$ cat config.mk
export PLATFORM = sky130hd
export DESIGN_NAME = xbc_ext_bus_ctrl
export DESIGN_NICKNAME = d
export VERILOG_FILES = /design/src/inc/xbc_pkg.sv /design/src/inc/xbc_win_if.sv /design/src/core/xbc_ext_bus_ctrl.sv /design/src/core/xbc_win_decode.sv
export SDC_FILE = /design/constraint.sdc
export NUM_CORES = 1
export LEC_CHECK = 0
export BUFFER_PORTS_ARGS = -buffer_cell sky130_fd_sc_hd__buf_2
export CAP_MARGIN = 25
export CORE_UTILIZATION = 54
export DETAILED_ROUTE_END_ITERATION = 10
export PLACE_DENSITY = 0.87
export RECOVER_POWER = 25
export SYNTH_ARGS = -nofsm -noshare
export SYNTH_HDL_FRONTEND = slang
export SYNTH_SLANG_ARGS = --single-unit
$ cat constraint.sdc
create_clock -name clock -period 9.1 [get_ports clock]
set_input_delay 0.455 -clock clock [delete_from_list [all_inputs] [get_ports clock]]
set_output_delay 0.455 -clock clock [all_outputs]
set_load 0.05 [all_outputs]
$ cat src/inc/xbc_pkg.sv
/*
  Shared constants and types of the external bus controller: bus modes,
  address-space sizes, window address-select and bus-configuration layouts.
  Assumes a single 125 MHz clock in which one tick stands for half a CPU clock.
*/
`default_nettype none

package xbc_pkg;

  localparam int XBC_WIN_N = 4;
  localparam int XBC_CS_N = 5;
  localparam int XBC_AW = 24;
  localparam int XBC_DW = 16;
  localparam int XBC_BASE_W = 12;
  localparam int XBC_CNT_W = 4;

  // chip-select lag in ticks: one tick is half a CPU clock
  localparam int XBC_CS_LAG = 1;

  typedef enum logic [2:0] {
    XBC_MODE_SINGLE = 3'h0,
    XBC_MODE_DEMUX16 = 3'h1,
    XBC_MODE_MUX16 = 3'h2,
    XBC_MODE_MUX8 = 3'h3,
    XBC_MODE_DEMUX8 = 3'h4
  } xbc_mode_e;

  localparam logic [1:0] XBC_SPACE_16M = 2'h0;
  localparam logic [1:0] XBC_SPACE_1M = 2'h1;
  localparam logic [1:0] XBC_SPACE_256K = 2'h2;
  localparam logic [1:0] XBC_SPACE_64K = 2'h3;

  localparam logic [7:0] XBC_UPPER_16M = 8'hff;
  localparam logic [7:0] XBC_UPPER_1M = 8'h0f;
  localparam logic [7:0] XBC_UPPER_256K = 8'h03;
  localparam logic [7:0] XBC_UPPER_64K = 8'h00;

  localparam logic [15:0] XBC_LANE_ALL = 16'hffff;
  localparam logic [15:0] XBC_LANE_LO = 16'h00ff;
  localparam logic [XBC_CS_N-1:0] XBC_CS_OFF = 5'h1f;
  localparam logic [XBC_CS_N-1:0] XBC_CS_DFLT = 5'h01;
  // synchroniser reset: hold idle high, acknowledge idle high, ready low
  localparam logic [2:0] XBC_SYNC_RST = 3'h6;

  typedef struct packed {
    logic cs_en;
    logic rdy_en;
    logic rdy_pol;
    logic ale_long;
    logic rw_dly;
    logic tri_ext;
    logic [XBC_CNT_W-1:0] wait_cyc;
  } xbc_buscfg_s;

  // window covers addr[23:12] == base, ignoring the low size bits
  typedef struct packed {
    logic en;
    logic [XBC_BASE_W-1:0] base;
    logic [3:0] size;
  } xbc_addrsel_s;

endpackage

`default_nettype wire

$ cat src/inc/xbc_win_if.sv
/*
  Window lookup carrier between the bus controller and its window decoder.
  Assumes the controller drives address and tables, the decoder answers.
*/
`default_nettype none

interface xbc_win_if;
  import xbc_pkg::*;
  logic [XBC_AW-1:0] addr;
  xbc_addrsel_s win_sel [XBC_WIN_N];
  xbc_buscfg_s win_cfg [XBC_WIN_N];
  xbc_buscfg_s dflt_cfg;
  logic [XBC_WIN_N-1:0] hit;
  logic [XBC_CS_N-1:0] cs_sel;
  xbc_buscfg_s cfg;
  modport ctrl (output addr, win_sel, win_cfg, dflt_cfg, input hit, cs_sel, cfg);
  modport dec (input addr, win_sel, win_cfg, dflt_cfg, output hit, cs_sel, cfg);
endinterface

`default_nettype wire

$ cat src/core/xbc_ext_bus_ctrl.sv
/*
  External bus controller: runs CPU accesses onto multiplexed or
  demultiplexed address/data pins with per-window timing, chip selects,
  ready handling and hold/acknowledge arbitration.
  Assumes a CPU side on the same clock and pins from outside the domain.
*/
`default_nettype none

module xbc_ext_bus_ctrl
  import xbc_pkg::*;
(
  // clock and reset
  input wire logic clock,
  input wire logic rst_b,
  // cpu access port
  input wire logic req_valid,
  output logic req_ready,
  input wire logic req_write,
  input wire logic [XBC_AW-1:0] req_addr,
  input wire logic [XBC_DW-1:0] req_wdata,
  output logic rsp_valid,
  output logic [XBC_DW-1:0] rsp_rdata,
  // configuration
  input wire xbc_mode_e bus_mode,
  input wire logic [1:0] addr_space,
  input wire xbc_addrsel_s window_addr_select [XBC_WIN_N],
  input wire xbc_buscfg_s window_bus_config [XBC_WIN_N],
  input wire xbc_buscfg_s default_bus_config,
  input wire logic chip_select_timing_bit,
  input wire logic hold_arbitration_enable,
  input wire logic hold_ack_direction_bit,
  // address and data pins
  input wire logic [XBC_DW-1:0] data_addr_port_pin,
  output logic [XBC_DW-1:0] data_addr_port_drv,
  output logic [XBC_DW-1:0] data_addr_port_oe,
  output logic [15:0] address_port,
  output logic address_port_oe,
  output logic [7:0] upper_addr,
  output logic [7:0] upper_addr_oe,
  // strobes
  output logic ale,
  output logic rd_b,
  output logic wr_b,
  output logic [XBC_CS_N-1:0] chip_select_outputs_b,
  output logic strobe_oe,
  input wire logic ready_pin,
  // arbitration pins
  input wire logic hold_b,
  input wire logic hold_acknowledge_b_pin,
  output logic hold_acknowledge_b_drv,
  output logic hold_acknowledge_b_oe,
  output logic bus_request_out_b,
  output logic bus_request_out_b_oe
);

  typedef enum logic [5:0] {
    ST_IDLE = 6'h01,
    ST_ADDR = 6'h02,
    ST_DLY = 6'h04,
    ST_CMD = 6'h08,
    ST_TRI = 6'h10,
    ST_HOLD = 6'h20
  } xbc_state_e;

  xbc_state_e state_reg;
  xbc_state_e state_next;
  logic [XBC_CNT_W-1:0] cnt_reg;
  xbc_buscfg_s cur_cfg_reg;
  logic [XBC_CS_N-1:0] cur_cs_reg;
  logic [XBC_AW-1:0] addr_reg;
  logic [XBC_AW-1:0] addr_next;
  logic [XBC_DW-1:0] wdata_reg;
  logic wr_reg;
  logic cs_late_reg;
  logic [2:0] s1_reg;
  logic [2:0] s2_reg;
  logic [2:0] s3_reg;
  logic [2:0] flt_reg;
  logic [XBC_CNT_W-1:0] strobe_len_reg;
  logic [7:0] up_msk;
  logic ext;
  logic is_mux;
  logic is_b8;
  logic rdy_s;
  logic grant_in;
  logic hold_req;
  logic owner;
  logic take;
  logic done;
  logic drive_bus;

  xbc_win_if wif();

  // mode decode
  assign ext = bus_mode != XBC_MODE_SINGLE;
  assign is_mux = bus_mode == XBC_MODE_MUX16 || bus_mode == XBC_MODE_MUX8;
  assign is_b8 = bus_mode == XBC_MODE_MUX8 || bus_mode == XBC_MODE_DEMUX8;

  // address space restriction
  always_comb begin
    unique case (addr_space)
      XBC_SPACE_1M: up_msk = XBC_UPPER_1M;
      XBC_SPACE_256K: up_msk = XBC_UPPER_256K;
      XBC_SPACE_64K: up_msk = XBC_UPPER_64K;
      default: up_msk = XBC_UPPER_16M;
    endcase
  end

  // window lookup
  assign wif.addr = req_addr & {up_msk, 16'hffff};
  assign wif.win_sel = window_addr_select;
  assign wif.win_cfg = window_bus_config;
  assign wif.dflt_cfg = default_bus_config;

  xbc_win_decode u_dec (
    .w(wif.dec)
  );

  // pin synchronisers: a change counts once stages two and three agree
  always_ff @(posedge clock) begin
    if (!rst_b) begin
      s1_reg <= XBC_SYNC_RST;
      s2_reg <= XBC_SYNC_RST;
      s3_reg <= XBC_SYNC_RST;
      flt_reg <= XBC_SYNC_RST;
    end else begin
      s1_reg <= {hold_acknowledge_b_pin, hold_b, ready_pin};
      s2_reg <= s1_reg;
      s3_reg <= s2_reg;
      flt_reg <= (s2_reg & ~(s2_reg ^ s3_reg)) | (flt_reg & (s2_reg ^ s3_reg));
    end
  end

  assign rdy_s = flt_reg[0];
  assign grant_in = !flt_reg[2];

  // arbitration decode
  assign hold_req = hold_arbitration_enable && !hold_ack_direction_bit && !flt_reg[1];
  assign owner = !(hold_arbitration_enable && hold_ack_direction_bit) || grant_in;
  assign req_ready = state_reg == ST_IDLE && owner && !hold_req;
  assign take = req_valid && req_ready;
  assign addr_next = take ? wif.addr : addr_reg;
  assign drive_bus = ext && owner && state_next != ST_HOLD;

  // cycle ends once waits are spent and, if enabled, ready is at its level
  assign done = cnt_reg == '0 && (!cur_cfg_reg.rdy_en || rdy_s == cur_cfg_reg.rdy_pol);

  // bus cycle sequencer
  always_comb begin
    state_next = state_reg;
    unique case (state_reg)
      ST_IDLE: begin
        if (hold_req) begin
          state_next = ST_HOLD;
        end else if (take && ext) begin
          state_next = ST_ADDR;
        end
      end
      ST_ADDR: begin
        if (cnt_reg == '0) begin
          state_next = cur_cfg_reg.rw_dly ? ST_DLY : ST_CMD;
        end
      end
      ST_DLY: state_next = ST_CMD;
      ST_CMD: begin
        if (done) begin
          state_next = (!wr_reg && cur_cfg_reg.tri_ext) ? ST_TRI : ST_IDLE;
        end
      end
      ST_TRI: state_next = ST_IDLE;
      ST_HOLD: begin
        if (!hold_req) begin
          state_next = ST_IDLE;
        end
      end
      default: state_next = ST_IDLE;
    endcase
  end

  always_ff @(posedge clock) begin
    if (!rst_b) begin
      state_reg <= ST_IDLE;
    end else begin
      state_reg <= state_next;
    end
  end

  // phase counter
  always_ff @(posedge clock) begin
    if (!rst_b) begin
      cnt_reg <= '0;
    end else if (take) begin
      cnt_reg <= XBC_CNT_W'(wif.cfg.ale_long);
    end else if (state_reg == ST_ADDR && cnt_reg == '0) begin
      cnt_reg <= cur_cfg_reg.wait_cyc;
    end else if (cnt_reg != '0 && state_reg != ST_DLY) begin
      // the delay cycle spends none of the strobe waits
      cnt_reg <= cnt_reg - XBC_CNT_W'(1);
    end
  end

  // access capture
  always_ff @(posedge clock) begin
    if (!rst_b) begin
      cur_cfg_reg <= '0;
      cur_cs_reg <= '0;
      addr_reg <= '0;
      wdata_reg <= '0;
      wr_reg <= 1'b0;
    end else if (take) begin
      cur_cfg_reg <= wif.cfg;
      cur_cs_reg <= wif.cs_sel & {XBC_CS_N{wif.cfg.cs_en}};
      addr_reg <= wif.addr;
      wdata_reg <= req_wdata;
      wr_reg <= req_write;
    end
  end

  // latch and read/write strobes
  always_ff @(posedge clock) begin
    if (!rst_b) begin
      ale <= 1'b0;
      rd_b <= 1'b1;
      wr_b <= 1'b1;
      strobe_oe <= 1'b0;
    end else begin
      ale <= state_next == ST_ADDR;
      rd_b <= !(state_next == ST_CMD && !wr_reg);
      wr_b <= !(state_next == ST_CMD && wr_reg);
      strobe_oe <= drive_bus;
    end
  end

  // chip selects: with the latch rise, or one tick (half a cpu clock) later
  always_ff @(posedge clock) begin
    if (!rst_b) begin
      chip_select_outputs_b <= XBC_CS_OFF;
      cs_late_reg <= 1'b0;
    end else begin
      cs_late_reg <= take && ext && !chip_select_timing_bit;
      if (take && ext) begin
        if (chip_select_timing_bit) begin
          chip_select_outputs_b <= ~(wif.cs_sel & {XBC_CS_N{wif.cfg.cs_en}});
        end
      end else if (cs_late_reg) begin
        chip_select_outputs_b <= ~cur_cs_reg;
      end else if (state_next == ST_IDLE || state_next == ST_HOLD) begin
        chip_select_outputs_b <= XBC_CS_OFF;
      end
    end
  end

  // shared address/data port
  always_ff @(posedge clock) begin
    if (!rst_b) begin
      data_addr_port_drv <= '0;
      data_addr_port_oe <= '0;
    end else if (state_next == ST_ADDR && is_mux) begin
      data_addr_port_drv <= addr_next[15:0];
      data_addr_port_oe <= XBC_LANE_ALL;
    end else if ((state_next == ST_DLY || state_next == ST_CMD) && wr_reg) begin
      data_addr_port_drv <= wdata_reg;
      data_addr_port_oe <= is_b8 ? XBC_LANE_LO : XBC_LANE_ALL;
    end else begin
      data_addr_port_oe <= '0;
    end
  end

  // dedicated and upper address ports
  always_ff @(posedge clock) begin
    if (!rst_b) begin
      address_port <= '0;
      address_port_oe <= 1'b0;
      upper_addr <= '0;
      upper_addr_oe <= '0;
    end else begin
      address_port <= addr_next[15:0];
      address_port_oe <= drive_bus && !is_mux;
      upper_addr <= addr_next[23:16] & up_msk;
      upper_addr_oe <= drive_bus ? up_msk : 8'h00;
    end
  end

  // response to the cpu
  always_ff @(posedge clock) begin
    if (!rst_b) begin
      rsp_valid <= 1'b0;
      rsp_rdata <= '0;
    end else begin
      rsp_valid <= (take && !ext) || (state_reg == ST_CMD && done);
      if (take && !ext) begin
        rsp_rdata <= '0;
      end else if (state_reg == ST_CMD && done && !wr_reg) begin
        rsp_rdata <= data_addr_port_pin & (is_b8 ? XBC_LANE_LO : XBC_LANE_ALL);
      end
    end
  end

  // arbitration pins
  always_ff @(posedge clock) begin
    if (!rst_b) begin
      hold_acknowledge_b_drv <= 1'b1;
      hold_acknowledge_b_oe <= 1'b0;
      bus_request_out_b <= 1'b1;
      bus_request_out_b_oe <= 1'b0;
    end else begin
      hold_acknowledge_b_oe <= hold_arbitration_enable && !hold_ack_direction_bit;
      hold_acknowledge_b_drv <= state_next != ST_HOLD;
      bus_request_out_b_oe <= hold_arbitration_enable;
      if (hold_ack_direction_bit) begin
        bus_request_out_b <= !(req_valid || state_reg != ST_IDLE);
      end else begin
        bus_request_out_b <= !(state_reg == ST_HOLD && req_valid);
      end
    end
  end

  // strobe length helper
  always_ff @(posedge clock) begin
    if (!rst_b) begin
      strobe_len_reg <= '0;
    end else if (state_reg == ST_CMD) begin
      strobe_len_reg <= strobe_len_reg + XBC_CNT_W'(1);
    end else begin
      strobe_len_reg <= '0;
    end
  end
endmodule

`default_nettype wire

$ cat src/core/xbc_win_decode.sv
/*
  Address window decoder: matches an address against four windows and picks
  the bus configuration and chip select. Assumes a purely combinational use.
*/
`default_nettype none

module xbc_win_decode
  import xbc_pkg::*;
(
  // lookup
  xbc_win_if.dec w
);

  logic [XBC_BASE_W-1:0] msk [XBC_WIN_N];

  genvar g;
  generate
    for (g = 0; g < XBC_WIN_N; g++) begin : g_win
      assign msk[g] = ~((XBC_BASE_W'(1) << w.win_sel[g].size) - XBC_BASE_W'(1));
      assign w.hit[g] = w.win_sel[g].en &&
        ((w.addr[XBC_AW-1 -: XBC_BASE_W] & msk[g]) == (w.win_sel[g].base & msk[g]));
    end
  endgenerate

  // later windows overwrite earlier ones, so the highest window wins
  always_comb begin
    w.cs_sel = XBC_CS_DFLT;
    w.cfg = w.dflt_cfg;
    for (int i = 0; i < XBC_WIN_N; i++) begin
      if (w.hit[i]) begin
        w.cs_sel = XBC_CS_N'(XBC_CS_DFLT << (i + 1));
        w.cfg = w.win_cfg[i];
      end
    end
  end

endmodule

`default_nettype wire

-- Word-level counts from Yosys, hierarchy flattened
Cells that the tools add are included.
- equality and inequality tests: 25
- bitwise operators: 24
- reductions and logical operators: 60
- $add $sub $neg: 5
- shift-type cells: 4
- muxes and demuxes: 31
- operators by type and width (cell ; number):
    bitwise AND 12 bit ; 8
    2-to-1 mux 16 bit ; 5
    equality test 12 bit ; 4
    inverter 12 bit ; 4
    << shifter 1 x 4 -> 12 bit, first input constant ; 4
    subtractor 12 x 2 -> 12 bit, second input constant ; 4
    2-to-1 mux 10 bit ; 4
    2-to-1 mux 5 bit ; 6
    2-to-1 mux 6 bit ; 5
    case mux 6 bit (5 select lines) ; 1
    logical AND 1 bit ; 27
    bitwise AND 24 bit ; 1
    2-to-1 mux 24 bit ; 1
    case mux 8 bit (3 select lines) ; 1
    bitwise AND 16 bit ; 1
    2-to-1 mux 4 bit ; 4
    zero test 1 bit ; 14
    equality test 6 x 1 -> 1 bit, second input constant ; 2
    equality test 6 x 2 -> 1 bit, second input constant ; 2
    equality test 6 x 3 -> 1 bit, second input constant ; 2
    equality test 6 x 4 -> 1 bit, second input constant ; 2
    equality test 6 bit, second input constant ; 2
    inverter 5 bit ; 2
    nonzero test 3 bit ; 3
    other kinds (26) ; 40
- bits in registers: 172
- input port bits: 189
- output and inout bits: 96
- word-level logic and storage cells: 183

-- Logic depth before layout (Yosys ltp)
- word-level depth: 15
- gate-level depth with buffers: 15
- gate-level depth less buffers: 11

-- By module
From an unflattened synthesis, not the netlist that was laid out.
- cells, all modules: 926
- area total of the unflattened synthesis: 7758.7 um2
- modules (own cells, without submodules) (module ; cells an instance ; instances ; sequential area each (um2) ; area each (um2)):
    xbc_ext_bus_ctrl ; 663 ; 1 ; 2742.6 ; 5809.3
    xbc_win_decode ; 263 ; 1 ; 0.0 ; 1949.4

-- Worst setup path after synthesis
OpenSTA, ideal clock, no wires.
- path type: input -> register
- from: input window_addr_select[18] (netlist bit)
- to: register cur_cs_reg[0]
- required time: 8.983 ns
- setup time: 0.117 ns
- setup slack: 5.690 ns
- path buffers: 3
- cell stages on the path: 14
- arrival time: 3.292 ns
- cell sequence: buf_2 nor2_1 nand3b_1 ha_1 buf_2 nor3_1 o211ai_1 a32o_1 or4_4 or3_1 buf_6 a311oi_2 o21ai_1 a32o_1
- longest elaborated chain between the ends: 9
- elaborated cells between the ends (all ways): 12
- classes of those cells: add/sub (1); eq/ne (1); shift (1); mux (4); bitwise (4); reduce/logical (1)
- ends and longest elaborated chain (element ; line ; source):
    from (decl) ; xbc_ext_bus_ctrl.sv:26 ; input wire xbc_addrsel_s window_addr_select [XBC_WIN_N],
    << shifter 1 x 4 -> 12 bit * ; xbc_win_decode.sv:19 ; assign msk[g] = ~((XBC_BASE_W'(1) << w.win_sel[g].size) - XBC_BASE_W'(1));
    subtractor 12 x 2 -> 12 bit * ; xbc_win_decode.sv:19 ;
    inverter 12 bit * ; xbc_win_decode.sv:19 ;
    bitwise AND 12 bit ; xbc_win_decode.sv:21 ; ((w.addr[XBC_AW-1 -: XBC_BASE_W] & msk[g]) == (w.win_sel[g].base & msk[g]));
    equality test 12 bit * ; xbc_win_decode.sv:21 ;
    logical AND 1 bit * ; xbc_win_decode.sv:20 ; assign w.hit[g] = w.win_sel[g].en &&
    2-to-1 mux 4 bit or 2-to-1 mux 10 bit (tied branches) ; xbc_win_decode.sv:30 ; if (w.hit[i]) begin
    2-to-1 mux 5 bit or 2-to-1 mux 10 bit (tied branches) ; xbc_win_decode.sv:30 ;
    bitwise AND 5 bit * ; xbc_ext_bus_ctrl.sv:212 ; cur_cs_reg <= wif.cs_sel & {XBC_CS_N{wif.cfg.cs_en}};
    to (signal assigned) ; xbc_ext_bus_ctrl.sv:212 ;
    to (decl) ; xbc_ext_bus_ctrl.sv:69 ; logic [XBC_CS_N-1:0] cur_cs_reg;
Mark *: on every way between the ends. The rest lies on a longest branch, timed or not.
A chain may end at the register's enable or synchronous reset.

-- Worst setup path in the final report
- from: input window_addr_select[54] (netlist bit)
- to: register cur_cfg_reg[2] (netlist bit)
- longest elaborated chain between the ends: 10
- elaborated cells between the ends (all ways): 11
- classes of those cells: add/sub (1); eq/ne (1); shift (1); mux (4); bitwise (3); reduce/logical (1)
- ends and longest elaborated chain (element ; line ; source):
    << shifter 1 x 4 -> 12 bit * ; xbc_win_decode.sv:19 ;
    subtractor 12 x 2 -> 12 bit * ; xbc_win_decode.sv:19 ;
    inverter 12 bit * ; xbc_win_decode.sv:19 ;
    bitwise AND 12 bit ; xbc_win_decode.sv:21 ;
    equality test 12 bit * ; xbc_win_decode.sv:21 ;
    logical AND 1 bit * ; xbc_win_decode.sv:20 ;
    2-to-1 mux 10 bit * (4 in a row) ; xbc_win_decode.sv:30 ;
    to (signal assigned) ; xbc_ext_bus_ctrl.sv:211 ; cur_cfg_reg <= wif.cfg;
    to (decl) ; xbc_ext_bus_ctrl.sv:68 ; xbc_buscfg_s cur_cfg_reg;
Marked as above.

==> results_dict.tcl <==
set metrics [dict create \
    status "finished, final reports clean" \
    num_io_pins 285 \
    areal_power_density_over_the_cells_mw_per_mm2 206 \
    asyncSetResetFlopFracSynth 0 \
    power_leakage_nw 3.81 \
    drt_first_iter_violations 513 \
    final_nets 1312 \
    synth_area_per_cell_um2 8.15 \
    layout-area-overhead-vs-synth_pct 21.7 \
    critPathCaptureType "flop" \
    route.vias.total 7410 \
    avgViaCountPerCell 5.67 \
    placement_rows 42 \
    hold_start "hold_b" \
    totalWireLength_um 20500 \
    post_synth_num_cell_types 74 \
    final-setup-viol-count 0 \
    effective_utilization_at_floorplan 0.557 \
    p_sw_uw 639 \
    syn_nets 1107 \
    min-delay-path-class "input port to flop" \
    first_global_vias 6932 \
    max_slew.worst_pin.slew_ns 1.02 \
    fraction_of_the_yosys_area_taken_by_sequential_cells 0.369 \
    synth_area_mm2 0.00744 \
    yosysWarnings 0 \
    fin_crit_sh 0.414 \
    hpwl_um 15100 \
    die_area_mm2 0.0142 \
    timing_max_transition_violations_final 0 \
    syn-instance-count 913 \
    achievable-frequency_ghz 0.266 \
    timing.setup.critical_path_class "input port to flop" \
    vdd_ir_drop_max_v 0.000150 \
    postSynthRegisterBits 137 \
    final_period_minus_worst_setup_slack_ns 3.76 \
    number_of_nets_still_failing_antenna_checks_after_routing 0 \
    share_of_the_core_filled_with_cells 0.678 \
    die_h_um 119 \
    synthFlopType "dfxtp_1" \
    antenna_violations_before_repair 0 \
    cts_htree_levels 4 \
    synth.top_cells.by_area "dfxtp_1, nand2_1, a21oi_1" \
    cts_tree "done" \
    skew_ns 0.00920 \
    post-route-drc-count 0 \
    port_buffers 284 \
    holdBufCountCts 0 \
    cts_root_buffer "clkbuf_16" \
    chipWidth_um 119 \
    r2r_start "state_reg[2]$_SDFF_PN0_" \
    worst_hold_path.num_cells 2 \
    antenna-diode-count 0 \
    setup.reg_to_reg.worst_slack_ns 5.54 \
    routedWlPerCell_um 15.7 \
    finalWeightedCongestion 0.937 \
    synth_top_cell_by_area "dfxtp_1" \
    cts.sink_count 137 \
    hold_violations 0 \
    worst_reg2reg_path_endpoint "cnt_reg[0]$_SDFFE_PN0P_" \
    drive_gt1_frac 0.264 \
    r2r_cells 8 \
    drv.max_cap_violation_count 0 \
    power.switching_fraction 0.343 \
    seq_power_share 0.372 \
    yosys.area.top_type_share 0.369 \
    area_of_the_core_mm2 0.0133 \
    clock_insertion_delay_worst_skew_ns 0.41 \
    postCtsSetupBuffers 0 \
    cts-resized-gates 0 \
    grt_max_degree 77 \
    worstHoldEndpoint "s1_reg[1]$_SDFF_PN1_" \
    worstSetupStartpointType "input port" \
    grt_pass1_wl_um 32600 \
    number_of_enable_type_register_cells_in_the_synthesized_netlist 0 \
    power.internal_mw 1.22 \
    critPathMaxFanout 13 \
    cts.clk_slew.worst_paths_ns 0.06 \
    cts_buffers 17 \
    critical_path_required_ns 9.37 \
    dr.pass1.iters 6 \
    globalRouteOverflowTotal 0 \
    largest_reg_flops 24 \
    power.clock.fraction 0.342 \
    pwr-share-comb 0.286 \
    worst-endpoint-arrival_ns 4.03 \
    relSlewSlack 0.318 \
    timing.setup.tns_ns 0 \
    cts_max_path_buffers 2 \
    rsz0062_at_grt "false" \
    grtUsageTotal 0.285 \
]
## worst max-delay path, cell delays in order
cell and delay (ns):
buf_2 0.17, nor3_1 0.27, nand2_1 0.11, ha_1 0.31
nor3_1 0.29, mux2_2 0.20, a221oi_1 0.07, a2111oi_0 0.38
nand4_1 0.74, mux2_2 0.55, a222oi_1 0.34, a31oi_1 0.13
## metal layers
layer  vias to the layer above  GRT usage  wire (um)
li1                       3601          -          -
met1                      3412      0.339       8250
met2                       350      0.495      10100
met3                        47     0.0704       1580
met4                         0      0.107        531
met5                         -          0          0
## logic make-up after synthesis
kind of cell / count (synthesis) / synth area share
xor+xnor: 53 / 0.0624
buf+inv: 119 / 0.0836
flops: 137 / 0.369
simple gates: 340 / 0.227
mux: 35 / 0.0479
compound gates: 224 / 0.201
fa+ha+maj: 5 / 0.00841
## synth_stat cells, drive strengths merged (6+ instances only)
cell type	number
and2	12
inv	17
or3	7
nor2	97
nand3b	6
nor2b	9
nor4b	7
mux2i	30
nand2b	9
nand3	24
o211ai	10
clkbuf	47
and3	9
xnor2	30
a221oi	8
nor4	9
a21oi	73
buf	55
xor2	23
a211oi	20
nand2	109
nor3b	9
o21a	8
nor3	18
o21ai	38
dfxtp	137
## worst max-delay path by stage
stage / start / to / slack [ns] / depth (start not counted)
floorplan: window_addr_select[18] / cur_cs_reg[0]$_SDFFE_PN0N_ / 5.69 / 14
global placement: window_addr_select[54] / cur_cfg_reg[1]$_SDFFE_PN0N_ / 5.24 / 12
detailed placement: window_addr_select[54] / cur_cfg_reg[2]$_SDFFE_PN0N_ / 5.01 / 12
CTS: window_addr_select[54] / cur_cfg_reg[2]$_SDFFE_PN0N_ / 5.44 / 12
global route: window_addr_select[54] / cur_cfg_reg[1]$_SDFFE_PN0N_ / 4.97 / 12
finish: window_addr_select[54] / cur_cfg_reg[2]$_SDFFE_PN0N_ / 5.34 / 12
## power groups by stage
stage | Combinational, mW | Clock, mW | Sequential (mW)
6_report | 0.533 | 0.637 | 0.692
2_1_floorplan | 0.361 | 0 | 0.748
5_1_grt | 0.579 | 0.673 | 0.696
3_3_place_gp | 0.523 | 0 | 0.701
3_5_place_dp | 0.532 | 0 | 0.702
4_1_cts | 0.534 | 0.645 | 0.691
## placed cells by master, fill, tap and decap left out, types with 6 or more instances in the layout
master	count
nand3b_1	6
clkinv_2	6
nor2b_1	9
dfxtp_1	137
a221oi_1	8
nor3b_1	6
o21ai_0	36
o211ai_1	10
nor2_1	96
a21oi_1	73
o21a_1	8
buf_2	240
and3_1	8
nand2b_1	9
a211oi_1	20
inv_1	17
xor2_1	23
clkbuf_1	46
and2_1	10
nor3_1	18
nor4_1	8
or3_1	7
mux2i_1	30
clkbuf_16	17
nand2_1	109
nand3_1	23
xnor2_1	30
## through the flow
stage	hold slack [ns]	area [um^2]	instances	total power, mW	worst slack [ns]
3_5_place_dp	0.393	8550	1274	1.23	5.01
6_report	0.226	9050	1307	1.86	5.34
5_1_grt	0.225	9050	1307	1.95	4.97
2_1_floorplan	0.386	7440	913	1.11	5.69
4_1_cts	0.217	9100	1306	1.87	5.44
3_3_place_gp	0.393	8550	1274	1.22	5.24
## cell type report
type / count / area (um^2)
sequential: 137 / 2740
fill: 1130 / 4300
timing repair buffer: 288 / 1390
clock buffer: 20 / 457
inverter: 17 / 63.8
multi-input combinational: 657 / 4080
clock inverter: 12 / 100
tap: 176 / 220
Power figures use the tool's default switching activity.
